[src/rtl/ptl_pkg.sv]
// Purpose: shared constants and types for the power and thermal limit block
// Assumes: 125 MHz core clock, power in 16-bit units, temperatures in whole degrees C
// Notes: averaging time parameters are given as power-of-two shift amounts

package ptl_pkg;

	// ----------------------------------------------------------------
	// widths
	// ----------------------------------------------------------------
	localparam int PWR_W = 16;
	localparam int AVG_W = 24;
	localparam int TEMP_W = 8;
	localparam int NUM_SENSORS = 4;
	localparam int FRAC_W = 8;

	// ----------------------------------------------------------------
	// thermal target register
	// ----------------------------------------------------------------
	localparam logic [31:0] THERM_TARGET_ADDR = 32'h0000_01a2;
	localparam int OFS_LSB = 24;
	localparam int OFS_MSB = 29;
	localparam int TJMAX_LSB = 16;
	localparam int TJMAX_MSB = 23;
	localparam int TAU_LSB = 0;
	localparam int TAU_MSB = 6;
	localparam logic [5:0] OFS_RESET = 6'h00;
	localparam logic [6:0] TAU_RESET = 7'h00;
	localparam logic [3:0] MAX_SHIFT = 4'hf;

	// ----------------------------------------------------------------
	// timing
	// ----------------------------------------------------------------
	localparam int CLK_PERIOD_NS = 8;
	localparam int MOD_PERIOD_NS = 32000;
	localparam int MOD_PERIOD_CYC = (MOD_PERIOD_NS + CLK_PERIOD_NS - 1) / CLK_PERIOD_NS;
	localparam int MOD_ON_PCT = 25;
	localparam int MOD_ON_CYC = (MOD_PERIOD_CYC * MOD_ON_PCT) / 100;
	localparam int HYST_TIME_NS = 1000;
	localparam int HYST_CYC = (HYST_TIME_NS + CLK_PERIOD_NS - 1) / CLK_PERIOD_NS;

	// guard band for preemptive cap limiting, in power units
	localparam logic [PWR_W-1:0] CAP_GUARD = 16'h0040;
	localparam logic [AVG_W-1:0] LIMIT_EFF_RESET = 24'hffffff;

	// ----------------------------------------------------------------
	// carriers
	// ----------------------------------------------------------------
	typedef struct packed {
		logic [PWR_W-1:0] sustained;
		logic [PWR_W-1:0] burst;
		logic [PWR_W-1:0] duty;
		logic [PWR_W-1:0] cap;
		logic [3:0] tau;
		logic duty_en;
		logic cap_en;
	} pkg_limits_t;

	typedef struct packed {
		logic en;
		logic [PWR_W-1:0] sustained;
		logic [PWR_W-1:0] burst;
		logic [PWR_W-1:0] duty;
		logic [3:0] tau;
	} plat_limits_t;

	typedef struct packed {
		logic sustained;
		logic burst;
		logic duty;
		logic cap;
		logic plat_sustained;
		logic plat_burst;
		logic plat_duty;
	} throttle_t;

	typedef enum logic [1:0] {
		OP_IDLE,
		OP_DN_PENDING,
		OP_UP_PENDING
	} op_state_t;

endpackage

[src/rtl/power_thermal_limit_control.sv]
// Purpose: package and platform power limiting plus thermal control circuit
// Assumes: sensor readings are degrees below maximum temperature, 0 means at maximum
// Notes: power and sensor buses are slow-moving and pass a two-flop synchroniser
//
// Behaviour
// package power average tracked by EWMA with its own time constant against sustained limit
// package power above burst limit raises fast limiting
// package power above spike duty limit reactively lowers frequency
// absolute cap limited preemptively with a guard band below the cap
// spike duty limit and absolute cap disabled after reset until configured
// platform sustained limit uses EWMA of platform power, own constant
// platform burst gives fast limiting, platform duty gives reactive frequency limit
// platform input, limits and constant ignored unless enabled
// platform power supplied excludes battery charging power
// separate averaging constants for package and platform limits
// effective sustained limits slew toward new values at new time constant
// thermal control circuit activates when any sensor reaches maximum temperature
// while active, core and graphics throttling held until deactivation
// factory maximum temperature read in bits 23:16, not writable
// thermal protection always on, no disable bit
// setpoint is maximum temperature minus offset in bits 29:24
// zero time window compares instantaneous temperature with setpoint
// nonzero window in bits 6:0 compares temperature EWMA with setpoint
// averaged mode regulates by frequency only, short overshoot allowed
// software keeps nonzero offset below other passive trip points
// core power reduced by frequency/voltage and by clock gating duty cycle
// activation at maximum temperature regardless of offset
// clock gating 25% on, 75% off, 32 us period when frequency is at minimum
// voltage before frequency going up, frequency before voltage going down
// setpoint clamps at zero when offset exceeds maximum temperature

`timescale 1ns/1ps
`default_nettype none

module power_thermal_limit_control
	import ptl_pkg::*;
(
	input wire logic I_MCLK,
	input wire logic I_RST,
	input wire logic [PWR_W-1:0] I_PKG_POWER,
	input wire logic [PWR_W-1:0] I_PLAT_POWER,
	input wire logic [NUM_SENSORS*TEMP_W-1:0] I_SENSOR_REL,
	input wire logic [TEMP_W-1:0] I_TJMAX_FUSE,
	input wire pkg_limits_t I_PKG_LIMITS,
	input wire plat_limits_t I_PLAT_LIMITS,
	input wire logic I_FREQ_AT_MIN,
	input wire logic [31:0] I_MSR_ADDR,
	input wire logic I_MSR_WE,
	input wire logic I_MSR_RE,
	input wire logic [31:0] I_MSR_WDATA,
	output logic [31:0] O_MSR_RDATA,
	output logic O_MSR_ACK,
	output logic O_MSR_ERR,
	output throttle_t O_THROTTLE,
	output logic O_THERMAL_CONTROL_CIRCUIT_ACTIVE,
	output logic O_CORE_THROTTLE,
	output logic O_GFX_THROTTLE,
	output logic O_AVG_TEMP_THROTTLE,
	output logic O_CLK_RUN,
	output logic O_FREQ_DOWN,
	output logic O_VOLT_DOWN,
	output logic O_FREQ_UP,
	output logic O_VOLT_UP
);

	// ----------------------------------------------------------------
	// state
	// ----------------------------------------------------------------
	typedef struct packed {
		logic [PWR_W-1:0] pkg_pwr_s1;
		logic [PWR_W-1:0] pkg_pwr_s2;
		logic [PWR_W-1:0] plat_pwr_s1;
		logic [PWR_W-1:0] plat_pwr_s2;
		logic [NUM_SENSORS*TEMP_W-1:0] sens_s1;
		logic [NUM_SENSORS*TEMP_W-1:0] sens_s2;
		logic [TEMP_W-1:0] fuse_s1;
		logic [TEMP_W-1:0] fuse_s2;
		logic [1:0] fuse_wait;
		logic fuse_done;
		logic [TEMP_W-1:0] tjmax;
		logic [5:0] offset;
		logic [6:0] temp_tau;
		logic [AVG_W-1:0] pkg_avg;
		logic [AVG_W-1:0] plat_avg;
		logic [AVG_W-1:0] sust_eff;
		logic [AVG_W-1:0] plat_sust_eff;
		logic [AVG_W-1:0] temp_avg;
		throttle_t throttle;
		logic circuit_active;
		logic avg_throttle;
		logic [7:0] hyst_cnt;
		logic [11:0] mod_cnt;
		logic clk_run;
		op_state_t op;
		logic throttled;
		logic freq_dn;
		logic volt_dn;
		logic freq_up;
		logic volt_up;
		logic [31:0] msr_rdata;
		logic msr_ack;
		logic msr_err;
	} state_t;

	localparam logic [7:0] HYST_LOAD = 8'(HYST_CYC);
	localparam logic [11:0] MOD_LAST = 12'(MOD_PERIOD_CYC - 1);
	localparam logic [11:0] MOD_ON = 12'(MOD_ON_CYC);

	state_t s_reg;
	state_t s_next;

	// ----------------------------------------------------------------
	// helpers
	// ----------------------------------------------------------------
	// one EWMA step; a shift of zero follows the input directly
	// limitation: rising toward a target, the average settles up to 2^shift-1 lsbs short
	function automatic logic [AVG_W-1:0] ewma(input logic [AVG_W-1:0] avg, input logic [AVG_W-1:0] x,
		input logic [3:0] sh);
		logic signed [AVG_W:0] d;
		d = $signed({1'b0, x}) - $signed({1'b0, avg});
		ewma = avg + AVG_W'(d >>> sh);
	endfunction

	function automatic logic [AVG_W-1:0] to_fix(input logic [PWR_W-1:0] v);
		to_fix = {v, 8'h00};
	endfunction

	function automatic logic [3:0] sat_shift(input logic [6:0] t);
		sat_shift = (t > 7'(MAX_SHIFT)) ? MAX_SHIFT : t[3:0];
	endfunction

	// ----------------------------------------------------------------
	// combinational view
	// ----------------------------------------------------------------
	logic [TEMP_W-1:0] min_rel;
	logic [TEMP_W-1:0] abs_inst;
	logic [TEMP_W-1:0] setpoint;
	logic max_hit;
	logic offset_hit;
	logic avg_hit;
	logic any_req;
	logic reg_hit;
	logic [PWR_W:0] cap_probe;

	always_comb begin
		min_rel = s_reg.sens_s2[TEMP_W-1:0];
		for (int i = 1; i < NUM_SENSORS; i++) begin
			if (s_reg.sens_s2[i*TEMP_W +: TEMP_W] < min_rel) begin
				min_rel = s_reg.sens_s2[i*TEMP_W +: TEMP_W];
			end
		end
		abs_inst = (min_rel > s_reg.tjmax) ? 8'h00 : s_reg.tjmax - min_rel;
		// setpoint never wraps below zero
		setpoint = ({2'b00, s_reg.offset} > s_reg.tjmax) ? 8'h00 : s_reg.tjmax - {2'b00, s_reg.offset};
		// the hottest sensor at maximum triggers whatever the offset, once the factory maximum is caught
		max_hit = s_reg.fuse_done && (min_rel == 8'h00);
		offset_hit = s_reg.fuse_done && (s_reg.temp_tau == 7'h00) && (abs_inst >= setpoint);
		avg_hit = s_reg.fuse_done && (s_reg.temp_tau != 7'h00) && (s_reg.temp_avg[15:8] >= setpoint);
		// one bit wider so the guard cannot wrap near full scale
		cap_probe = {1'b0, s_reg.pkg_pwr_s2} + {1'b0, CAP_GUARD};
		reg_hit = (I_MSR_ADDR == THERM_TARGET_ADDR);
		any_req = (|s_reg.throttle) || s_reg.circuit_active || s_reg.avg_throttle;
	end

	// ----------------------------------------------------------------
	// next state
	// ----------------------------------------------------------------
	always_comb begin
		s_next = s_reg;

		// synchronisers
		s_next.pkg_pwr_s1 = I_PKG_POWER;
		s_next.pkg_pwr_s2 = s_reg.pkg_pwr_s1;
		s_next.plat_pwr_s1 = I_PLAT_POWER;
		s_next.plat_pwr_s2 = s_reg.plat_pwr_s1;
		s_next.sens_s1 = I_SENSOR_REL;
		s_next.sens_s2 = s_reg.sens_s1;
		s_next.fuse_s1 = I_TJMAX_FUSE;
		s_next.fuse_s2 = s_reg.fuse_s1;

		// factory maximum caught once, after the synchroniser has filled
		// triggers wait for it: a zero maximum would trip the circuit at once
		if (!s_reg.fuse_done) begin
			if (s_reg.fuse_wait == 2'h2) begin
				s_next.tjmax = s_reg.fuse_s2;
				s_next.fuse_done = 1'b1;
			end else begin
				s_next.fuse_wait = s_reg.fuse_wait + 2'h1;
			end
		end

		// ----------------------------------------------------------------
		// package power limits
		// ----------------------------------------------------------------
		s_next.pkg_avg = ewma(s_reg.pkg_avg, to_fix(s_reg.pkg_pwr_s2), I_PKG_LIMITS.tau);
		// limit changes settle at the rate of the current time constant
		s_next.sust_eff = ewma(s_reg.sust_eff, to_fix(I_PKG_LIMITS.sustained), I_PKG_LIMITS.tau);
		s_next.throttle.sustained = (s_reg.pkg_avg > s_reg.sust_eff);
		s_next.throttle.burst = (s_reg.pkg_pwr_s2 > I_PKG_LIMITS.burst);
		s_next.throttle.duty = I_PKG_LIMITS.duty_en && (s_reg.pkg_pwr_s2 > I_PKG_LIMITS.duty);
		// acts ahead of the cap so a spike never reaches it
		s_next.throttle.cap = I_PKG_LIMITS.cap_en && (cap_probe >= {1'b0, I_PKG_LIMITS.cap});

		// ----------------------------------------------------------------
		// platform power limits
		// ----------------------------------------------------------------
		if (I_PLAT_LIMITS.en) begin
			s_next.plat_avg = ewma(s_reg.plat_avg, to_fix(s_reg.plat_pwr_s2), I_PLAT_LIMITS.tau);
			s_next.plat_sust_eff = ewma(s_reg.plat_sust_eff, to_fix(I_PLAT_LIMITS.sustained),
				I_PLAT_LIMITS.tau);
			s_next.throttle.plat_sustained = (s_reg.plat_avg > s_reg.plat_sust_eff);
			s_next.throttle.plat_burst = (s_reg.plat_pwr_s2 > I_PLAT_LIMITS.burst);
			s_next.throttle.plat_duty = (s_reg.plat_pwr_s2 > I_PLAT_LIMITS.duty);
		end else begin
			// disabled: averages parked so enabling starts clean
			s_next.plat_avg = '0;
			s_next.plat_sust_eff = LIMIT_EFF_RESET;
			s_next.throttle.plat_sustained = 1'b0;
			s_next.throttle.plat_burst = 1'b0;
			s_next.throttle.plat_duty = 1'b0;
		end

		// ----------------------------------------------------------------
		// thermal control circuit
		// ----------------------------------------------------------------
		s_next.temp_avg = ewma(s_reg.temp_avg, {8'h00, abs_inst, 8'h00}, sat_shift(s_reg.temp_tau));
		// the averaged trigger steers frequency only and never gates clocks
		s_next.avg_throttle = avg_hit;
		// no enable term: protection cannot be switched off
		if (max_hit || offset_hit) begin
			s_next.circuit_active = 1'b1;
			s_next.hyst_cnt = HYST_LOAD;
		end else if (s_reg.circuit_active) begin
			// hold until cool and the hysteresis timer has run out
			// keeps a sensor hovering at the trip point from chattering the throttle
			if (s_reg.hyst_cnt == 8'h00) begin
				s_next.circuit_active = 1'b0;
			end else begin
				s_next.hyst_cnt = s_reg.hyst_cnt - 8'h01;
			end
		end

		// clock modulation as the second means once frequency is exhausted
		// frequency floor is reported from outside; gating never starts while steps remain
		if (s_reg.circuit_active && I_FREQ_AT_MIN) begin
			s_next.mod_cnt = (s_reg.mod_cnt == MOD_LAST) ? 12'h000 : s_reg.mod_cnt + 12'h001;
			s_next.clk_run = (s_next.mod_cnt < MOD_ON);
		end else begin
			s_next.mod_cnt = 12'h000;
			s_next.clk_run = 1'b1;
		end

		// ----------------------------------------------------------------
		// operating point sequencing
		// ----------------------------------------------------------------
		s_next.freq_dn = 1'b0;
		s_next.volt_dn = 1'b0;
		s_next.freq_up = 1'b0;
		s_next.volt_up = 1'b0;
		case (s_reg.op)
			OP_IDLE: begin
				if (any_req && !s_reg.throttled) begin
					s_next.freq_dn = 1'b1;
					s_next.op = OP_DN_PENDING;
				end else if (!any_req && s_reg.throttled) begin
					s_next.volt_up = 1'b1;
					s_next.op = OP_UP_PENDING;
				end
			end
			OP_DN_PENDING: begin
				s_next.volt_dn = 1'b1;
				s_next.throttled = 1'b1;
				s_next.op = OP_IDLE;
			end
			OP_UP_PENDING: begin
				s_next.freq_up = 1'b1;
				s_next.throttled = 1'b0;
				s_next.op = OP_IDLE;
			end
			default: begin
				s_next.op = OP_IDLE;
			end
		endcase

		// ----------------------------------------------------------------
		// register port
		// ----------------------------------------------------------------
		// unmapped requests still answer so software never waits on a missing reply
		s_next.msr_ack = I_MSR_WE || I_MSR_RE;
		s_next.msr_err = (I_MSR_WE || I_MSR_RE) && !reg_hit;
		s_next.msr_rdata = 32'h0000_0000;
		if (I_MSR_WE && reg_hit) begin
			// maximum temperature field is read-only
			s_next.offset = I_MSR_WDATA[OFS_MSB:OFS_LSB];
			s_next.temp_tau = I_MSR_WDATA[TAU_MSB:TAU_LSB];
		end
		if (I_MSR_RE && reg_hit) begin
			s_next.msr_rdata[OFS_MSB:OFS_LSB] = s_reg.offset;
			s_next.msr_rdata[TJMAX_MSB:TJMAX_LSB] = s_reg.tjmax;
			s_next.msr_rdata[TAU_MSB:TAU_LSB] = s_reg.temp_tau;
		end
	end

	// ----------------------------------------------------------------
	// registers
	// ----------------------------------------------------------------
	always_ff @(posedge I_MCLK or posedge I_RST) begin
		if (I_RST) begin
			s_reg <= '0;
			// sensors start cold so nothing trips before real readings arrive
			s_reg.sens_s1 <= '1;
			s_reg.sens_s2 <= '1;
			s_reg.offset <= OFS_RESET;
			s_reg.temp_tau <= TAU_RESET;
			s_reg.sust_eff <= LIMIT_EFF_RESET;
			s_reg.plat_sust_eff <= LIMIT_EFF_RESET;
			s_reg.clk_run <= 1'b1;
			s_reg.op <= OP_IDLE;
		end else begin
			s_reg <= s_next;
		end
	end

	// ----------------------------------------------------------------
	// outputs
	// ----------------------------------------------------------------
	assign O_MSR_RDATA = s_reg.msr_rdata;
	assign O_MSR_ACK = s_reg.msr_ack;
	assign O_MSR_ERR = s_reg.msr_err;
	assign O_THROTTLE = s_reg.throttle;
	assign O_THERMAL_CONTROL_CIRCUIT_ACTIVE = s_reg.circuit_active;
	// both domains follow the same flop
	assign O_CORE_THROTTLE = s_reg.circuit_active;
	assign O_GFX_THROTTLE = s_reg.circuit_active;
	assign O_AVG_TEMP_THROTTLE = s_reg.avg_throttle;
	assign O_CLK_RUN = s_reg.clk_run;
	assign O_FREQ_DOWN = s_reg.freq_dn;
	assign O_VOLT_DOWN = s_reg.volt_dn;
	assign O_FREQ_UP = s_reg.freq_up;
	assign O_VOLT_UP = s_reg.volt_up;

endmodule

`default_nettype wire

[config.mk]
export PLATFORM = sky130hd
export DESIGN_NAME = power_thermal_limit_control
export DESIGN_NICKNAME = d
export VERILOG_FILES = /design/src/rtl/ptl_pkg.sv /design/src/rtl/power_thermal_limit_control.sv
export SDC_FILE = /design/constraint.sdc
export NUM_CORES = 2
export LEC_CHECK = 0
export ABC_AREA = 1
export BUFFER_PORTS_ARGS = -buffer_cell sky130_fd_sc_hd__buf_2
export CELL_PAD_IN_SITES_DETAIL_PLACEMENT = 2
export CELL_PAD_IN_SITES_GLOBAL_PLACEMENT = 2
export CORE_MARGIN = 2
export CORE_UTILIZATION = 38
export CTS_BUF_LIST = sky130_fd_sc_hd__clkbuf_4 sky130_fd_sc_hd__clkbuf_8 sky130_fd_sc_hd__clkbuf_16
export CTS_CLUSTER_SIZE = 25
export DETAILED_ROUTE_END_ITERATION = 8
export MAX_ROUTING_LAYER = met4
export PLACE_DENSITY_LB_ADDON = 0.05
export SLEW_MARGIN = 25
export SYNTH_ARGS = -nofsm -noshare
export SYNTH_HDL_FRONTEND = slang
export SYNTH_SLANG_ARGS = --single-unit
[constraint.sdc]
create_clock -name I_MCLK -period 31.8 [get_ports I_MCLK]
set_clock_uncertainty 0.2 [all_clocks]
set_input_delay 4.77 -clock I_MCLK [delete_from_list [all_inputs] [get_ports I_MCLK]]
set_output_delay 4.77 -clock I_MCLK [all_outputs]
set_load 0.005 [all_outputs]
Yosys cells after proc, flatten, opt, wreduce, memory -nomap -nowiden:

Cells that the tools add are included.

* register bits: 348
* input port bits: 264
* output and inout port bits: 50
* logic and storage cells: 148

* $add $sub $neg: 16
* magnitude comparators: 16
* equal/unequal tests: 7
* shifts and indexed selects: 5
* muxes and demuxes: 32
* bitwise gates (word level): 2
* reduce and logical (&&, ||, !) cells: 31

Operators by type and width (count)
* 25-bit by 4-bit >>> shifter with 24-bit output: 5
* 24-bit adder: 5
* 24-bit by 24-bit subtractor with 25-bit output: 4
* 16-bit greater-than comparator: 4
* 8-bit 2-to-1 mux: 8
* 24-bit greater-than comparator: 2
* 24-bit 2-to-1 mux: 2
* 32-bit by 9-bit == test with 1-bit output, second input constant: 1
* 16-bit by 24-bit subtractor with 25-bit output: 1
* 8-bit less-than comparator: 3
* 9-bit 2-to-1 mux: 2
* 16-bit by 7-bit adder with 17-bit output, second input constant: 1
* 17-bit by 16-bit greater-or-equal comparator with 1-bit output: 1
* 8-bit greater-or-equal comparator: 2
* 8-bit logical NOT: 2
* 14-bit 2-to-1 mux: 1
* 1-bit logical AND: 13
* 13-bit 2-to-1 mux: 1
* 12-bit by 1-bit adder with 12-bit output, second input constant: 1
* 12-bit == test, second input constant: 1
* 12-bit by 10-bit less-than comparator with 1-bit output, second input constant: 1
* 12-bit 2-to-1 mux: 1
* 1-bit 2-to-1 mux: 10
* 6-bit by 8-bit greater-than comparator with 1-bit output: 1
* other kinds (24): 36

Longest topological paths before layout:

* word-level depth: 13
* depth in mapped cells: 79
* gate-level depth less buffers: 77

Worst setup path before layout:

No wires, ideal clock.

* path kind: register -> register
* from: register s_reg[238] (netlist name)
* to: register s_reg[93] (netlist name)
* setup time: 0.125 ns
* data arrival time: 9.893 ns
* data required time: 31.475 ns
* slack: 21.582 ns
* cell stages (with the launch flop): 71
* path buffers: 2
* clock period less this slack: 10.218 ns
* cell sequence: dfstp_2 > inv_1 > ha_1 > nand2_1 > nor2_1 > nand2_4 > nand2_4 > clkbuf_1 > nand2_1 > o21ai_0 > ha_1 > a21oi_1 > nor2_1 > a211oi_1 > nand2_4 > clkbuf_1 > o21ai_0 > ha_1 > (+35 left out) > ha_1 > inv_1 > fa_1 > o21ai_1 > nand3_1 > nand2_1 > a21oi_1 > o21bai_1 > a31oi_1 > o21ai_1 > nand3_1 > nand2_1 > a21boi_1 > o21ai_0 > a21oi_1 > nor2_1 > nor2_1 > xor2_1

RTL lines
* start, declared: line power_thermal_limit_control.sv:109 `state_t s_reg;`
* start signal, assigned: line power_thermal_limit_control.sv:320 `s_reg <= s_next;`

==> summary.md <==
| Metric | Value |
|---|---|
| Cell count after synthesis | slightly above 4,000 |
| Post-synth cell types | 68 |
| Tcrit/Tclk final | 38.78% |
| CTS resizes | 0 |
| Fillers | 9,150 |
| # DRC | 0 |
| Async set-reset flop share out of synthesis | 100.0% |
| Synth area leader | dfrtp_1 |
| Setup_tns | 0 ps |
| Ys Warns | 0 |
| RSZ-0062 raised after global routing | false |
| Total gr overflow | 0 |
| Clock tree from TritonCTS | yes |
| CP bufs+invs | 6 |
| Detailed Place HPWL | 85,900 µm |
| Post-cts hold buffer count | 0 |
| Critical path's top delay family | compound AO/OA/AOI/OAI gates |
| Die Area | 81,120 µm² |
| Post-synth EDFFs | 0 |
| Per-cell routed wire length | 20.49 µm |
| Worst path most repeated cell | nand2_1 |
| Lkg Pwr | 17.80 nW |
| CTS Buffer Depth | 3 |
| Post-Synth Simple-Gate Area | 22.45% |
| Total power | approximately 3.5 mW |
| Largest net degree at the start of global routing | 92 |
| Site row count | 102 |
| Setup ws final | 19,470 ps |
| Number of CTS-inserted buffers | 45 |
| Slowest-stage cell, CP | a211oi_1 |
| Share of layout cells above drive strength 1 | 14.10% |
| Initial antenna violation count | 10 |
| Core Region | 77,720 µm² |
| CTS sink cnt | 348 |
| Final Hold Fails | 0 |
| Post-layout nets | 4,922 |
| Top-Level Pins | 314 |
| Post-Synthesis Cell Area | 29,960 µm² |
| Pre-antenna DRT Iters | 5 |
| Peak VDD IR | 52.04 µV |
| Setup-failing EPs final | 0 |
| Clock-pin slew on the worst setup and hold paths | ~70 ps |
| CP Capture Type | flop |
| Initial DRC Count | 1,160 |
| Routed Antenna Nets | 0 |
| Post-synthesis compound-gate area fraction | about 16% |
| Avg Inst Size Synth | between 7 and 8 µm² |
| Total GRT Usage | 27.39% |
| Vias in the first global route | 31,260 |
| Die width | 284.8 µm |
| Top cell type's share of synthesized area | 19.63% |
| Flip-flop count of the largest register after layout | 239 |
| Critical Path RT | around 32,000 ps |
| CTS Root Cell | clkbuf_16 |
| CP peak stage delay | 700 ps |
| CP arrival | 12,600 ps |
| Worst-skew pair later-pin latency | around 630 ps |
| GP Congestion | a little under 0.9 |
| Worst-Margin Slew | about 910 ps |
| CP startpoint kind | flop |
| Dominant cells by area after synthesis | dfrtp_1, ha_1, nand2_1 |
| CP Max Fanout | 14 |
| Crit Path Class | flop to flop |
| Max-cap violations | 0 |
| Main combinational cell family by area after synthesis | simple AND/OR/NAND/NOR gates |
| Status | complete, no violations |
| First-pass GRT wire length | around 170,000 µm |
| XOR/XNOR Fraction of Synth Area | 5.282% |
| Total wire length | 109,900 µm |
| Count of state elements after synthesis | 348 |
| Post-synthesis adder-cell area fraction | between 15 and 20% |
| Ys flop type | dfrtp_1 |
| Die Ht | 284.8 µm |
| Initial Util | 38.55% |
| P&R area growth vs syn | 13.32% |
| Seq/Total Area, Yosys | ~30% |
| Routed via count | 28,490 |
| Pwr dens | 102.9 nW/µm² |
| Mux cell area share after synthesis | 1.457% |
| Pins Over Slew Limit | 0 |
| PortBufs | approximately 280 |
| FMAX | 81.08 MHz |
| Min cycle time layout | about 12,000 ps |
| Post-CTS Repair Setup Buffers | 0 |
| HP Class | flop to flop |
| Slew headroom | 39.05% |
| Place WS | 19,730 ps |
| Drt via density | 5.314 |
| Htree depth | 2 |
[cells by family after synthesis]
| kind of cell | Yosys count |
|---|---|
| other | 1 |
| AO/OA/AOI/OAI | 847 |
| XOR/XNOR | 179 |
| AND/OR/NAND/NOR | 1557 |
| buffers and inverters | 690 |
| adder cells (fa/ha/maj) | 384 |
| flip-flops | 348 |
| multiplexers | 42 |
[layer usage]
metal | up-vias | part of all wire [%] | GRT usage (%)
met3 | 135 | 3.7 | 3.640
met5 | - | 0 | -
met4 | 0 | 2.0 | 6.118
met1 | 14020 | 45 | 34.31
met2 | 422 | 49 | 46.91
li1 | 13910 | - | -
[through the flow]
stage,instances,util (%),area (µm²),hold slack (ps)
after floorplan,4058,-,30000,131.2
after detailed placement,5266,41.46,32220,135.6
after CTS,5350,43.65,33920,147.7
after global placement,5266,41.45,32220,131.9
final,5361,43.69,33960,146.2
after global routing,5361,43.69,33960,147.4
[power by group]
part | switching (mW) | internal (mW) | leakage (nW)
Clock | 0.232 | 0.356 | 0.833
Sequential | 0.104 | 0.573 | 4.08
Combinational | 1.42 | 0.809 | 12.9
[placed cells by master (no fill, tap or decap), types with 19 or more instances in the layout]
cell,netlist,layout
nand3b_1,19,19
nor3_1,33,33
o21ai_0,309,309
o21ai_1,35,35
buf_4,41,24
nand2_1,873,873
xor2_1,132,132
o211ai_1,27,27
o21bai_1,19,19
a211oi_1,24,24
a21oi_1,313,313
clkbuf_16,0,45
dfstp_2,113,113
xnor2_1,45,45
ha_1,377,377
or2_2,29,29
dfrtp_1,235,235
buf_2,14,284
a31oi_1,37,37
nand4_1,36,36
nand3_1,271,271
mux2i_1,29,29
inv_1,540,539
nor2_1,227,227
[cells in the mapped netlist, types with 35 or more instances]
master,n
clkbuf_1,71
a31oi_1,37
inv_1,540
o21ai_1,35
dfrtp_1,235
nand2_1,873
nand4_1,36
a21oi_1,313
buf_4,41
dfstp_2,113
nand3_1,271
ha_1,377
nor2_1,227
xor2_1,132
o21ai_0,309
xnor2_1,45
[worst paths after layout]
check                       startpoint         endpoint  slack (ps)  cells past startpoint
setup / recovery            s_reg[238]        s_reg[94]       19470                     63
hold / removal             s_next[295]       s_reg[295]         150                      0
setup reg to reg            s_reg[238]        s_reg[94]       19470                     63
hold reg to reg            s_next[295]       s_reg[295]         150                      0
max in group asynchronous        I_RST       s_reg[153]       25130                      4
min in group asynchronous        I_RST  O_MSR_RDATA[20]        4070                      2
[cell type report]
class / instances / area [µm²] / share of cell area, %
multi-input cells: 3020 / 18400 / 54.18
flip-flops and latches: 348 / 8850 / 26.06
inverters: 550 / 2072 / 6.102
repair buffers: 309 / 1613 / 4.750
clock buffers: 65 / 1351 / 3.980
well taps: 1040 / 1301 / 3.832
clock inverters: 19 / 346.6 / 1.021
diodes: 10 / 25.02 / 0.07369
[worst register-to-register path: cells and delay by family, from the launching register on]
| family | cells | cell delay (ps) |
|---|---|---|
| buf+inv | 6 | 520 |
| compound gates | 21 | 5500 |
| xor+xnor | 2 | 410 |
| flops | 1 | 540 |
| fa+ha+maj | 7 | 2190 |
| simple gates | 27 | 2840 |
Power figures use the tool's default switching activity.
